**src/hdl/bus_hold_pkg.sv**
```systemverilog
`default_nettype none
package bus_hold_pkg;

  // Bus outputs that float together while another master owns the bus.
  typedef struct packed {
    logic [22:0] addr;
    logic upperByteEnN;
    logic lowerByteEnN;
    logic writeNotRead;
    logic dataNotCode;
    logic memNotIo;
    logic lockN;
    logic addrStrobeN;
  } busCtl_t;

  // One 16-bit bus cycle asked for by the core.
  typedef struct packed {
    logic [22:0] addr;
    logic upperByteEnN;
    logic lowerByteEnN;
    logic writeNotRead;
    logic dataNotCode;
    logic memNotIo;
    logic lockSeq;
    logic more;
    logic [15:0] wrData;
  } cycInfo_t;

  typedef enum logic [2:0] {
    S_IDLE = 3'b000,
    S_T1 = 3'b001,
    S_T2 = 3'b010,
    S_FLOAT = 3'b011,
    S_HELD = 3'b100
  } holdState_t;

  // Idle bus level, loaded only during reset; between cycles busCtl keeps the last cycle's values except lockN, which is set again at cycle end.
  localparam busCtl_t BUS_IDLE = '{addr: 23'h7FFFFF, upperByteEnN: 1'b0, lowerByteEnN: 1'b0,
    writeNotRead: 1'b0, dataNotCode: 1'b1, memNotIo: 1'b0, lockN: 1'b1, addrStrobeN: 1'b1};
  localparam logic [15:0] DATA_RESET = 16'h0000;
  localparam logic [2:0] NMI_SYNC_RESET = 3'h0;

endpackage : bus_hold_pkg
`default_nettype wire

```
**src/hdl/local_bus_hold_handshake.sv**
```systemverilog
`timescale 1ns/1ps
`default_nettype none
// Summary of operation
// [RQ1] Float address, enables, data, lock, definition, strobe first, then raise acknowledge.
// [RQ2] Keep the bus granted while the hold request stays high.
// [RQ3] On request drop, clear acknowledge and drive the bus in one clock.
// [RQ4] The other master keeps its request high while it owns the bus.
// [RQ5] Ignore the hold request while reset is high.
// [RQ6] Honour a hold request right after reset, before the first fetch.
// [RQ7] Reset beats hold: bus driven idle, no acknowledge.
// [RQ8] Hold request is an active-high level sampled on the clock.
// [RQ9] While held, only the acknowledge is driven, and it is high.
// [RQ10] Bus pins stay floating for the whole acknowledged interval.
// [RQ11] Remember one interrupt rising edge while held, deliver it after release.
// [RQ12] Never grant while a bus cycle is in progress.
// [RQ13] Defer the grant through any number of wait states.
// [RQ14] Aligned 32-bit access is two locked cycles, no external lock, no grant between.
// [RQ15] Split accesses of two or three cycles are not broken by a grant.
// [RQ16] No grant during a lock-prefixed locked sequence.
// [RQ17] The system should return transfer acknowledge promptly to bound hold latency.
// [RQ18] Ignore transfer acknowledge in the first state, sample it after until seen.
// [RQ19] Outside the held state the acknowledge output is driven low.
module local_bus_hold_handshake (
  input wire logic clk, // 25 MHz clock
  input wire logic rst, // synchronous reset, active high
  input wire logic holdReq, // external master asks for the bus
  input wire logic readyN, // transfer acknowledge, active low
  input wire logic nmiIn, // asynchronous non-maskable interrupt pin
  input wire logic cycReq, // core has a bus cycle pending
  input wire bus_hold_pkg::cycInfo_t cycInfo, // description of the pending cycle
  input wire logic [15:0] dataIn, // data bus input
  output logic busGrantAck, // hold acknowledge
  output bus_hold_pkg::busCtl_t busCtl, // address, enables, definition, lock, strobe
  output logic busOe, // enable for busCtl pins
  output logic [15:0] dataOut, // data bus output
  output logic dataOe, // enable for data pins
  output logic cycAccept, // pulse: pending cycle started
  output logic cycDone, // pulse: cycle ended, rdData valid after a read cycle
  output logic [15:0] rdData, // data latched at the end of a read cycle
  output logic nmiPulse // pulse: interrupt edge for the core
);

  // ==========================================================
  // State machine
  bus_hold_pkg::holdState_t state_reg;
  bus_hold_pkg::holdState_t state_next;
  bus_hold_pkg::cycInfo_t cur_reg;
  logic seqLock_reg;
  logic cycEnd;

  assign cycEnd = (state_reg == bus_hold_pkg::S_T2) && !readyN;

  always_comb begin
    state_next = state_reg;
    unique case (state_reg)
      bus_hold_pkg::S_IDLE: begin
        // [RQ6] [RQ12] grant from idle
        // [RQ8] level-sampled request
        // [RQ14] split transfers locked
        if (holdReq && !seqLock_reg) begin
          state_next = bus_hold_pkg::S_FLOAT;
        end else if (cycReq) begin
          state_next = bus_hold_pkg::S_T1;
        end
      end
      // [RQ18] first state ignores ready
      bus_hold_pkg::S_T1: state_next = bus_hold_pkg::S_T2;
      bus_hold_pkg::S_T2: begin
        // [RQ13] wait states defer hold
        if (!readyN) begin
          state_next = bus_hold_pkg::S_IDLE;
        end
      end
      bus_hold_pkg::S_FLOAT: begin
        // [RQ1] float before acknowledge
        state_next = holdReq ? bus_hold_pkg::S_HELD : bus_hold_pkg::S_IDLE;
      end
      bus_hold_pkg::S_HELD: begin
        // [RQ2] hold while request high
        if (!holdReq) begin
          state_next = bus_hold_pkg::S_IDLE;
        end
      end
      default: state_next = bus_hold_pkg::S_IDLE;
    endcase
  end

  // [RQ5] reset masks hold request
  always_ff @(posedge clk) begin
    if (rst) begin
      state_reg <= bus_hold_pkg::S_IDLE;
    end else begin
      state_reg <= state_next;
    end
  end

  // ==========================================================
  // Locked sequence tracking
  // A cycle marked with more means the core will present the rest of the same
  // transfer; hold stays blocked until the last one of them completes.
  always_ff @(posedge clk) begin
    if (rst) begin
      seqLock_reg <= 1'b0;
    end else if (cycEnd) begin
      // [RQ15] split blocks hold
      // [RQ16] lock prefix blocks hold
      seqLock_reg <= cur_reg.more;
    end
  end

  always_ff @(posedge clk) begin
    if (rst) begin
      cur_reg <= '0;
    end else if (state_reg == bus_hold_pkg::S_IDLE && state_next == bus_hold_pkg::S_T1) begin
      cur_reg <= cycInfo;
    end
  end

  // ==========================================================
  // Pin drive and acknowledge
  always_ff @(posedge clk) begin
    if (rst) begin
      // [RQ7] reset drives idle bus
      busGrantAck <= 1'b0;
      busOe <= 1'b1;
      dataOe <= 1'b0;
    end else begin
      // [RQ3] release in one clock
      // [RQ9] [RQ19] acknowledge only held
      busGrantAck <= (state_next == bus_hold_pkg::S_HELD);
      // [RQ10] float whole hold
      busOe <= !(state_next == bus_hold_pkg::S_FLOAT || state_next == bus_hold_pkg::S_HELD);
      dataOe <= (state_next == bus_hold_pkg::S_T1 && cycInfo.writeNotRead)
        || (state_next == bus_hold_pkg::S_T2 && cur_reg.writeNotRead);
    end
  end

  always_ff @(posedge clk) begin
    if (rst) begin
      busCtl <= bus_hold_pkg::BUS_IDLE;
      dataOut <= bus_hold_pkg::DATA_RESET;
    end else if (state_reg == bus_hold_pkg::S_IDLE && state_next == bus_hold_pkg::S_T1) begin
      busCtl.addr <= cycInfo.addr;
      busCtl.upperByteEnN <= cycInfo.upperByteEnN;
      busCtl.lowerByteEnN <= cycInfo.lowerByteEnN;
      busCtl.writeNotRead <= cycInfo.writeNotRead;
      busCtl.dataNotCode <= cycInfo.dataNotCode;
      busCtl.memNotIo <= cycInfo.memNotIo;
      busCtl.lockN <= !cycInfo.lockSeq;
      busCtl.addrStrobeN <= 1'b0;
      dataOut <= cycInfo.wrData;
    end else if (state_reg == bus_hold_pkg::S_T1) begin
      busCtl.addrStrobeN <= 1'b1;
    end else if (cycEnd) begin
      // Lock stays asserted across the gap to the next locked cycle.
      busCtl.lockN <= !(cur_reg.lockSeq && cur_reg.more);
    end
  end

  always_ff @(posedge clk) begin
    if (rst) begin
      cycAccept <= 1'b0;
      cycDone <= 1'b0;
      rdData <= bus_hold_pkg::DATA_RESET;
    end else begin
      cycAccept <= (state_reg == bus_hold_pkg::S_IDLE && state_next == bus_hold_pkg::S_T1);
      cycDone <= cycEnd;
      if (cycEnd && !cur_reg.writeNotRead) begin
        rdData <= dataIn;
      end
    end
  end

  // ==========================================================
  // Interrupt edge capture
  logic [2:0] nmiSync_reg;
  logic nmiLevel_reg;
  logic nmiPend_reg;
  logic nmiRise;
  logic heldNow;

  assign nmiRise = nmiSync_reg[1] && nmiSync_reg[2] && !nmiLevel_reg;
  assign heldNow = (state_next == bus_hold_pkg::S_HELD);

  always_ff @(posedge clk) begin
    if (rst) begin
      nmiSync_reg <= bus_hold_pkg::NMI_SYNC_RESET;
      nmiLevel_reg <= 1'b0;
    end else begin
      nmiSync_reg <= {nmiSync_reg[1:0], nmiIn};
      if (nmiSync_reg[1] == nmiSync_reg[2]) begin
        nmiLevel_reg <= nmiSync_reg[2];
      end
    end
  end

  // Only one edge is kept; the core would not take a second one sooner anyway.
  always_ff @(posedge clk) begin
    if (rst) begin
      nmiPend_reg <= 1'b0;
      nmiPulse <= 1'b0;
    end else begin
      // [RQ11] edge held during hold
      nmiPend_reg <= heldNow && (nmiPend_reg || nmiRise);
      nmiPulse <= !heldNow && (nmiPend_reg || nmiRise);
    end
  end

  // ==========================================================
  // Checks
  float_before_ack_a: assert property (@(posedge clk) disable iff (rst) // [RQ1]
    $rose(busGrantAck) |-> !$past(busOe) && !dataOe) else $error("acknowledge rose before bus floated");
  held_while_req_a: assert property (@(posedge clk) disable iff (rst) // [RQ2]
    busGrantAck && holdReq |=> busGrantAck) else $error("grant dropped while request high");
  release_same_clk_a: assert property (@(posedge clk) disable iff (rst) // [RQ3]
    busGrantAck && !holdReq |=> !busGrantAck && busOe) else $error("release not in one clock");
  reset_idle_a: assert property (@(posedge clk) disable iff (rst) // [RQ7]
    $past(rst) |-> !busGrantAck && busOe && busCtl.addrStrobeN) else $error("reset did not idle bus");
  level_grant_a: assert property (@(posedge clk) disable iff (rst) // [RQ8]
    (state_reg == bus_hold_pkg::S_IDLE && !seqLock_reg && holdReq) ##1 holdReq [*2] |-> ##[0:2] busGrantAck)
    else $error("steady request not granted");
  only_ack_a: assert property (@(posedge clk) disable iff (rst) // [RQ10]
    busGrantAck |-> !busOe && !dataOe) else $error("pins driven while acknowledged");
  no_grant_cycle_a: assert property (@(posedge clk) disable iff (rst) // [RQ12]
    state_reg == bus_hold_pkg::S_T1 |=> !busGrantAck [*2]) else $error("grant inside bus cycle");
  split_locked_a: assert property (@(posedge clk) disable iff (rst) // [RQ15]
    seqLock_reg && state_reg == bus_hold_pkg::S_IDLE |=> state_reg != bus_hold_pkg::S_FLOAT)
    else $error("grant inside split transfer");
  ready_ignored_a: assert property (@(posedge clk) disable iff (rst) // [RQ18]
    state_reg == bus_hold_pkg::S_T1 |=> state_reg == bus_hold_pkg::S_T2 && !cycDone)
    else $error("first state ended cycle");
  nmi_deferred_a: assert property (@(posedge clk) disable iff (rst) // [RQ11]
    nmiPend_reg && !holdReq && busGrantAck |-> ##1 nmiPulse) else $error("held interrupt edge lost");
  ack_low_a: assert property (@(posedge clk) disable iff (rst) // [RQ19]
    state_reg != bus_hold_pkg::S_HELD |-> !busGrantAck) else $error("acknowledge outside hold");

endmodule : local_bus_hold_handshake
`default_nettype wire

```
**config.mk**
```make
export PLATFORM = sky130hd
export DESIGN_NAME = local_bus_hold_handshake
export DESIGN_NICKNAME = d
export VERILOG_FILES = /design/src/hdl/bus_hold_pkg.sv /design/src/hdl/local_bus_hold_handshake.sv
export SDC_FILE = /design/constraint.sdc
export NUM_CORES = 1
export LEC_CHECK = 0
export BUFFER_PORTS_ARGS = -buffer_cell sky130_fd_sc_hd__buf_2
export CAP_MARGIN = 25
export CORE_AREA = 2 2 83 85
export DETAILED_ROUTE_END_ITERATION = 10
export DIE_AREA = 0 0 85 87
export PLACE_DENSITY = 0.76
export SLEW_MARGIN = 20
export SYNTH_ARGS = -nofsm -noshare
export SYNTH_HDL_FRONTEND = slang
export SYNTH_SLANG_ARGS = --single-unit
```
**constraint.sdc**
```tcl
create_clock -name clk -period 2 [get_ports clk]
set_input_delay 0.4 -clock clk [delete_from_list [all_inputs] [get_ports clk]]
set_output_delay 0.4 -clock clk [all_outputs]
set_load 0.01 [all_outputs]
```
### After elaboration in Yosys (flattened, before gate mapping)

Index checks and enable logic that the tools add are counted.

* reduce and logical (&&, ||, !) cells: 26
* mux-type cells: 10
* equal/unequal tests: 10

Operators with widths (number)
* 3-bit two-way mux: 5
* 3-bit one-hot mux with 5 select lines: 1
* 3-bit by 2-bit == test with 1-bit output (second input constant): 4
* 1-bit logical AND: 11
* 1-bit logical NOT: 8
* 3-bit by 1-bit == test with 1-bit output (second input constant): 2
* 3-bit == test (second input constant): 2
* 2-bit nonzero test: 2
* 3-bit logical NOT: 1
* 1-bit logical OR: 3
* 1-bit two-way mux: 3
* 2-bit two-way mux: 1
* 2-bit != test (second input constant): 1
* 2-bit AND reduction: 1
* 1-bit == test: 1

* bits in registers: 79
* input port bits: 68

### Longest topological paths before layout

Gate-level depths: netlist (run 1).

* depth after elaboration: 8
* gate-level depth with buffers: 6

### Worst setup path before layout (run 1)

No wires, ideal clock.

* path type: input to register
* start: input port holdReq
* end: register busCtl[4] (netlist bit)
* path buffers: 0
* data required time: 1930 ps
* arrival: 1345 ps
* slack: 585 ps
* library setup time: 70 ps
* stages on the path: 4
* cells stage by stage: nor2b_1 > o21a_1 > or4b_1 > a21oi_1

* longest elaborated chain between the ends: 5
* elaborated cells on any way between the ends: 7
* classes of those cells: eq/ne: 1; mux: 4; reduce/logical: 2

Ends and longest elaborated chain
* start, declared: line local_bus_hold_handshake.sv:26 `input wire logic holdReq,`
* 1-bit logical AND: line local_bus_hold_handshake.sv:60 `if (holdReq && !seqLock_reg) begin`
* 3-bit two-way mux: line local_bus_hold_handshake.sv:60
* 3-bit one-hot mux with 5 select lines *: line local_bus_hold_handshake.sv:55 `unique case (state_reg)`
* 3-bit by 1-bit == test with 1-bit output *: line local_bus_hold_handshake.sv:142 `end else if (state_reg == bus_hold_pkg::S_IDLE && state_next == bus_hold_pkg::S_T1) begin`
* 1-bit logical AND *: line local_bus_hold_handshake.sv:142
* end signal, assigned: line local_bus_hold_handshake.sv:140 `busCtl <= bus_hold_pkg::BUS_IDLE;`
* end, declared: line local_bus_hold_handshake.sv:33 `output bus_hold_pkg::busCtl_t busCtl,`

Every way passes the cells marked *; elsewhere a longest branch is shown, timed or not.
A chain may end at the register's enable or synchronous reset.

### Worst setup path after layout (run 1)

* start: register state_reg[1]
* end: register rdData[7]

* longest elaborated chain between the ends: 3

Ends and longest elaborated chain
* start, declared: line local_bus_hold_handshake.sv:45 `bus_hold_pkg::holdState_t state_reg;`
* start signal, assigned: line local_bus_hold_handshake.sv:91 `state_reg <= bus_hold_pkg::S_IDLE;`
* start signal, assigned: line local_bus_hold_handshake.sv:93 `state_reg <= state_next;`
* 3-bit by 2-bit == test with 1-bit output: line local_bus_hold_handshake.sv:51 `assign cycEnd = (state_reg == bus_hold_pkg::S_T2) && !readyN;`
* 1-bit logical AND: line local_bus_hold_handshake.sv:51
* 1-bit logical AND: line local_bus_hold_handshake.sv:168 `if (cycEnd && !cur_reg.writeNotRead) begin`
* end signal, assigned: line local_bus_hold_handshake.sv:164 `rdData <= bus_hold_pkg::DATA_RESET;`
* end signal, assigned: line local_bus_hold_handshake.sv:169 `rdData <= dataIn;`
* end, declared: line local_bus_hold_handshake.sv:39 `output logic [15:0] rdData,`

Every way passes these cells.

==> flow_summary.yaml, run 1 <==
cts:
  clock_path_buffers: 2
  post_cts_buffers: 0
  ctsResizeCount: 0
  holdBufCountCts: 0
  htreeDepth: 3
  path_clk_slew_ns: 0.08
  numCtsBuffers: 9
  cts_tree: "yes"
  clock_latency_ns: 0.34
  root_buffer: "clkbuf_8"
  cts.sinks: 79
timing:
  finalSetupViolations: 0
  tightest_slew_ns: 0.6745
  drv_slew: 0
  grt_setup_unrepaired: "false"
  relSlewSlack: 0.5503
  period_share: 0.8898
  fin_crit_ns: 1.780
  fmax_mhz: 561.9
  tns_ns: 0
  hold_violations: 0
  finalClockSkew_ns: 0.009836
logic_synthesis:
  synth-warning-count: 0
  netlist_instances: 334
  synth_nets: 403
  syn_area_mm2: 0.002839
  syn-mean-instance-area_um2: 8.500
  yosysUniqueCellTypes: 33
  synth_seq_area_share: 0.5571
  ys_seq_elements: 79
worst_setup_path:
  arrival_ns: 2.04
  worst_setup_path_start_kind: "flop"
  crit_type: "flop to flop"
  end_kind: "flop"
  critical_path_peak_fanout: 16
  required_ns: 2.26
floorplan:
  core.rowCount: 30
  io_pins: 136
  die_area_mm2: 0.007395
  die_w_um: 85
  core_area_mm2: 0.006569
  fp.dieH_um: 87
  initial_core_util: 0.4322
detailed_routing:
  drcViolationCount: 0
  wl_um: 6650
  ant_nets: 0
  viasPerCell: 4.752
  vias: 2590
  dr.pass1.iters: 4
  drtIter0Drc: 66
  wire_per_inst_um: 12.20
finish:
  reg_top3: "busCtl (30), dataOut (16), rdData (16)"
  regMostFlops: "busCtl"
  mostFrequentLayoutCell: "buf_2"
  mostFrequentLayoutCells: "buf_2 (135), nand2_1 (123), dfxtp_1 (79)"
  area_growth_pct: 34.02
  n_antenna_cell: 0
  nets: 531
  fin_util: 0.5792
  largest_reg_flops: 30
  drive_gt1_frac: 0.3419
global_route:
  antenna_found_initial: 0
  grt_pass1_wl_um: 10710
  grt_overflow: 0
  grt_pass1_vias: 2578
  grt_max_degree: 39
  grt_usage: 0.1798
worst_hold_path:
  min_path_type: "primary input to flop"
power:
  peakVddDrop_v: 0.0005614
  p_leak_nw: 1.783
  p_per_area_mw_per_mm2: 928.5
run_status:
  status: "finished, final reports clean"
placement:
  port_buffers: 135
  place_congestion: 0.7660
  dp_hpwl_um: 4735
run:
  max_cap_violations: 0
-- kinds of logic after synthesis --
family          count (synthesis)  synth area share
mux                             2          0.007052
flops                          79            0.5571
compound gates                 47           0.08947
fa+ha+maj                       1          0.004407
simple gates                  181            0.3015
buf+inv                        24           0.04054
-- area by class of cell --
| class | count | area (um^2) |
|---|---|---|
| clock buffers | 10 | 137.6 |
| clock inverters | 4 | 95.09 |
| flip-flops and latches | 79 | 1582 |
| inverters | 1 | 3.754 |
| multi-input cells | 231 | 1149 |
| well taps | 80 | 100.1 |
| repair buffers | 140 | 738.2 |
| fillers | 620 | 2764 |
-- final timing paths --
path                                startpoint             end  slack [ns]  cells after the start
worst max-delay path              state_reg[1]       rdData[7]        0.22                      4
worst min-delay path               cycInfo[29]      busCtl[13]        0.27                      3
worst max register to register    state_reg[1]       rdData[7]        0.22                      4
worst min register to register  nmiSync_reg[0]  nmiSync_reg[1]        0.44                      1
-- report_power, final --
group	switching, mW	total [mW]	internal (mW)
Clock	0.531	1.38	0.848
Combinational	0.242	0.441	0.199
Sequential	0.0498	1.71	1.66
-- stage by stage --
step	instance area, um^2	power (mW)	hold WS [ns]	setup slack, ns	std cells
6_report	3805	3.533	0.2667	0.2204	545
5_1_grt	3805	3.696	0.2609	0.05373	545
4_1_cts	3805	3.581	0.2432	0.2555	545
3_5_place_dp	3572	2.195	0.4220	0.2121	531
3_3_place_gp	3572	2.180	0.4257	0.2826	531
2_1_floorplan	2839	1.997	0.4138	0.5851	334
-- cells in the mapped netlist --
cell type | count | area [um^2]
nand2_1 | 123 | 461.7
dfxtp_1 | 79 | 1582
a21oi_1 | 39 | 195.2
nand3b_1 | 24 | 180.2
nor2_1 | 14 | 52.55
clkbuf_1 | 9 | 33.78
buf_2 | 8 | 40.04
nor2b_1 | 7 | 43.79
buf_1 | 3 | 11.26
buf_4 | 2 | 15.01
mux2i_1 | 2 | 20.02
nand2b_1 | 2 | 12.51
o21bai_1 | 2 | 15.01
a21o_1 | 1 | 7.510
a311oi_1 | 1 | 8.760
a31oi_1 | 1 | 6.260
and2b_1 | 1 | 7.510
and3_1 | 1 | 6.260
and4b_1 | 1 | 10.01
buf_6 | 1 | 11.26
ha_1 | 1 | 12.51
inv_2 | 1 | 3.750
nand3_1 | 1 | 5.000
nand4bb_1 | 1 | 11.26
nor3_2 | 1 | 10.01
nor3b_1 | 1 | 7.510
nor4b_4 | 1 | 23.77
o2111ai_1 | 1 | 8.760
o21a_1 | 1 | 7.510
o21ai_1 | 1 | 5.000
or3_1 | 1 | 6.260
or4_1 | 1 | 7.510
or4b_1 | 1 | 10.01
-- per-layer routing --
layer | GRT usage | up-vias | routed length (um)
met1 | 0.2096 | 1149 | 2837
met2 | 0.3097 | 99 | 3170
li1 | - | 1333 | -
met3 | 0.04550 | 9 | 533
met4 | 0.08514 | 0 | 109
met5 | 0 | - | 0
-- critical path, cell delays in order, from the launching register on --
cell,delay (ns)
dfxtp_1,0.49
nor4b_4,0.42
and2b_1,0.51
nand2_1,0.12
a21oi_1,0.15
No activity file was read; power rests on OpenSTA's default activity.
==> run 2, diff against run 1 <==
- RECOVER_POWER: not set -> 50
==> run 2 against run 1 <==
Maximum frequency up 0.22%; critical path depth up 1; first-iteration DRC count grew 4.5%; clock-buffer cell count is the same; sequential share of layout area is 1.2 points higher; combinational power fell by 5.7%; clock skew down 0.0010 ns; largest cell class unchanged; critical endpoint is now dataOut[4].
==> flow_summary.yaml, run 2 (same netlist as run 1, synthesis figures left out) <==
worst_setup_path:
  arrival_ns: 1.94
  max_stage_delay_ns: 0.39
  worstReg2RegStart: "state_reg[1]"
  worst-path-buf-inv: 1
  reg2reg_slack_ns: 0.22
  critical_path_peak_fanout: 34
  required_ns: 2.17
  crit_family: "simple AND/OR/NAND/NOR gates"
  cp_slowest_cell: "dfxtp_1"
  crit_type: "flop to flop"
  startpoint: "state_reg[1]"
  worst_setup_path_start_kind: "flop"
  end_kind: "flop"
  path_cells: "nor3_1 -> nand3_2 -> buf_12 -> nand2_1 -> a21oi_1"
global_route:
  grt_usage: 0.1798
  grt_overflow: 0
  grt_pass1_vias: 2578
  grt_pass1_wl_um: 10710
  grt_max_degree: 39
  antenna_found_initial: 0
floorplan:
  io_pins: 136
  die_area_mm2: 0.007395
  fp.dieH_um: 87
  core_area_mm2: 0.006569
  core.rowCount: 30
  die_w_um: 85
  initial_core_util: 0.4322
detailed_routing:
  wl_um: 6680
  dr.pass1.iters: 4
  wire_per_inst_um: 12.26
  drtIter0Drc: 69
  viasPerCell: 4.765
  vias: 2597
  drcViolationCount: 0
  ant_nets: 0
finish:
  multiInputGateArea_mm2: 0.001144
  mostFrequentLayoutCell: "nand2_1"
  largest_reg_flops: 30
  fin_cells: 545
  n_fill_cell: 659
  n_antenna_cell: 0
  mostFrequentLayoutCells: "nand2_1 (123), dfxtp_1 (79), buf_2 (68), clkbuf_1 (68), a21oi_1 (39)"
  nets: 531
  fin_util: 0.5632
  register_area_mm2: 0.001582
  reg_top3: "busCtl (30), dataOut (16), rdData (16)"
  regMostFlops: "busCtl"
  drive_gt1_frac: 0.1914
  final_area_mm2: 0.003700
  area_growth_pct: 30.32
timing:
  drv_slew: 0
  hold_violations: 0
  setup_ws_ns: 0.2243
  finalClockSkew_ns: 0.008818
  period_share: 0.8879
  grt_setup_unrepaired: "false"
  finalSetupViolations: 0
  fmax_mhz: 563.2
  tightest_slew_ns: 1.138
  hold-worst-slack_ns: 0.2663
  tns_ns: 0
  relSlewSlack: 0.2414
  fin_crit_ns: 1.776
cts:
  path_clk_slew_ns: 0.08
  holdBufCountCts: 0
  clock_path_buffers: 2
  root_buffer: "clkbuf_8"
  cts_tree: "yes"
  numCtsBuffers: 9
  ctsResizeCount: 0
  clock_latency_ns: 0.34
  htreeDepth: 3
  post_cts_buffers: 0
  cts.sinks: 79
placement:
  place_inst: 531
  port_buffers: 135
  post-place-ws_ns: 0.2121
  place_congestion: 0.7660
  dp_hpwl_um: 4735
  place_area_mm2: 0.003572
run:
  max_cap_violations: 0
worst_hold_path:
  min_from: "cycInfo[29]"
  min_path_type: "primary input to flop"
power:
  p_leak_nw: 1.566
  p_per_area_mw_per_mm2: 948.8
  finalPower_mw: 3.510
  peakVddDrop_v: 0.0005595
run_status:
  status: "finished, final reports clean"
run 2: area by class of cell:
class | count | share of cell area
flip-flops and latches | 79 | 0.4275
multi-input cells | 231 | 0.3091
repair buffers | 140 | 0.1725
clock buffers | 10 | 0.03720
well taps | 80 | 0.02705
clock inverters | 4 | 0.02570
inverters | 1 | 0.001015
run 2: report_power, final:
part	leakage, nW	internal (mW)	switching (mW)
sequential	0.645	1.66	0.0511
clock	0.118	0.848	0.532
combinational	0.803	0.174	0.242
total	1.57	2.68	0.825
run 2: routing by layer:
layer  track usage  vias to the layer above  share of wire
li1              -                     1333              -
met1        0.2096                     1152           0.43
met2        0.3097                      100           0.47
met3       0.04550                       12          0.079
met4       0.08514                        0          0.020
met5             0                        -              0
run 2: path summary, 6_finish.rpt:
path                                  endpoint  cells after the start
worst min-delay path                busCtl[13]                      3
worst max-delay path                dataOut[4]                      5
worst max register to register      dataOut[4]                      5
worst min register to register  nmiSync_reg[1]                      1
run 2: worst register-to-register path, cell delays in order (launching register included):
cell,delay (ns)
dfxtp_1,0.39
nor3_1,0.36
nand3_2,0.40
buf_12,0.30
nand2_1,0.09
a21oi_1,0.06
==> run 3, diff against run 2 <==
- CORE_AREA: 2 2 83 85 -> 2 2 86 88
- DIE_AREA: 0 0 85 87 -> 0 0 88 90
- PLACE_DENSITY: 0.76 -> 0.75
==> run 3 against run 2 <==
Global-route usage shrank 1.0 points; highest routed layer unchanged; sequential cell count is the same; clock power grew 3%; die area grew 7.1%; register-to-register slack gained 0.08 ns; critical path depth shrank 1; first-iteration DRC count grew 4.3%; worst setup slack gained 0.075 ns; clock skew grew 0.0045 ns; hold slack lost 0.0023 ns; via count shrank 0.31%; largest cell class unchanged.
==> flow_summary.yaml, run 3 (same netlist as run 1, synthesis figures left out) <==
run_status:
  status: "finished, final reports clean"
worst_setup_path:
  path_cells: "nor4b_4 -> and2b_1 -> nand2_1 -> a21oi_1"
  critical_path_peak_fanout: 16
  crit_type: "flop to flop"
  crit_family: "simple AND/OR/NAND/NOR gates"
  cp_slowest_cell: "and2b_1"
  end_kind: "flop"
  arrival_ns: 1.97
  reg2reg_to: "rdData[1]"
  max_stage_delay_ns: 0.50
  reg2reg_depth: 4
  required_ns: 2.26
  reg2reg_slack_ns: 0.30
  worst_setup_path_start_kind: "flop"
  worstReg2RegStart: "state_reg[1]"
  worst-path-buf-inv: 0
finish:
  mostFrequentLayoutCell: "nand2_1"
  mostFrequentLayoutCells: "nand2_1 (123), dfxtp_1 (79), buf_2 (68)"
  n_fill_cell: 720
  n_antenna_cell: 0
  final_area_mm2: 0.003759
  drive_gt1_frac: 0.2047
  largest_reg_flops: 30
  area_growth_pct: 32.39
  regMostFlops: "busCtl"
  reg_top3: "busCtl (30), dataOut (16), rdData (16)"
  nets: 533
timing:
  tightest_slew_ns: 1.302
  finalSetupViolations: 0
  drv_slew: 0
  fmax_mhz: 588.1
  grt_setup_unrepaired: "false"
  finalClockSkew_ns: 0.01333
  hold-worst-slack_ns: 0.2640
  tns_ns: 0
  setup_ws_ns: 0.2995
  hold_violations: 0
  relSlewSlack: 0.1321
  period_share: 0.8502
  fin_crit_ns: 1.700
cts:
  cts_tree: "yes"
  clock_latency_ns: 0.34
  clock_path_buffers: 2
  ctsResizeCount: 0
  numCtsBuffers: 9
  cts.sinks: 79
  holdBufCountCts: 0
  post_cts_buffers: 0
  root_buffer: "clkbuf_8"
  htreeDepth: 3
  path_clk_slew_ns: 0.08
floorplan:
  die_w_um: 88
  core.rowCount: 31
  die_area_mm2: 0.007920
  fp.dieH_um: 90
  initial_core_util: 0.4044
  io_pins: 136
  core_area_mm2: 0.007020
global_route:
  grt_overflow: 0
  grt_pass1_vias: 2439
  grt_max_degree: 33
  antenna_found_initial: 0
  grt_usage: 0.1694
  grt_pass1_wl_um: 10830
detailed_routing:
  wire_per_inst_um: 11.96
  viasPerCell: 4.558
  ant_nets: 0
  drtIter0Drc: 72
  dr.pass1.iters: 4
  vias: 2589
  wl_um: 6795
  drcViolationCount: 0
placement:
  post-place-ws_ns: 0.2194
  port_buffers: 135
  place_congestion: 0.7666
  place_area_mm2: 0.003598
  dp_hpwl_um: 4785
power:
  p_per_area_mw_per_mm2: 946.4
  clkPwrFrac: 0.400
  p_int_mw: 2.674
  swShare: 0.2484
  peakVddDrop_v: 0.0004592
  p_seq_frac: 0.482
  p_leak_nw: 1.576
  power.switching_mw: 0.8835
  combPwrFrac: 0.117
worst_hold_path:
  holdPathStages: 3
  min_to: "busCtl[16]"
  min_path_type: "primary input to flop"
  min_from: "cycInfo[32]"
run:
  max_cap_violations: 0
## run 3: cell count changes in the layout (fill, tap and decap cells not counted)
cell / before / now
buf_4: 3 / 6
clkbuf_1: 68 / 67
clkbuf_8: 10 / 9
clkinv_4: 0 / 1
clkinvlp_4: 0 / 1
inv_1: 1 / 0
inv_2: 0 / 1
inv_6: 0 / 1
nor3_1: 1 / 0
nor3_2: 0 / 1
## run 3: area by class of cell
type	instances	area, um^2	share of cell area
inverters	1	3.754	0.0009987
repair buffers	142	656.9	0.1748
clock inverters	7	120.1	0.03196
multi-input cells	231	1149	0.3056
well taps	99	123.9	0.03296
clock buffers	9	123.9	0.03296
flip-flops and latches	79	1582	0.4208
## run 3: metrics by stage
step	util	instances	power, mW
2_1_floorplan	-	334	1.997
3_3_place_gp	0.5126	552	2.178
3_5_place_dp	0.5126	552	2.192
4_1_cts	0.5473	568	3.626
5_1_grt	0.5354	568	3.721
6_report	0.5354	568	3.557
## run 3: metal layers
metal | up-vias | GRT usage | share of wire
met3 | 9 | 0.05418 | 0.084
met2 | 98 | 0.2828 | 0.47
met5 | - | 0 | 0
met4 | 0 | 0.05769 | 0.012
li1 | 1337 | - | -
met1 | 1145 | 0.2026 | 0.43
## run 3: worst reg2reg max path: stages, from the launching register on
cell	delay, ns
dfxtp_1	0.47
nor4b_4	0.40
and2b_1	0.50
nand2_1	0.11
a21oi_1	0.14
## run 3: worst max-delay path by stage
stage / from / to / depth (start not counted)
3_3_place_gp: readyN / rdData[14] / 5
3_5_place_dp: readyN / rdData[0] / 5
5_1_grt: state_reg[1] / rdData[0] / 4
4_1_cts: state_reg[1] / rdData[0] / 4
2_1_floorplan: holdReq / busCtl[4] / 4
6_report: state_reg[1] / rdData[1] / 4
## run 3: power by group through the flow
stage	registers (mW)	logic, mW	clock network, mW
6_report	1.72	0.418	1.42
5_1_grt	1.73	0.470	1.52
4_1_cts	1.71	0.445	1.47
3_5_place_dp	1.75	0.442	0
3_3_place_gp	1.75	0.433	0
2_1_floorplan	1.79	0.212	0
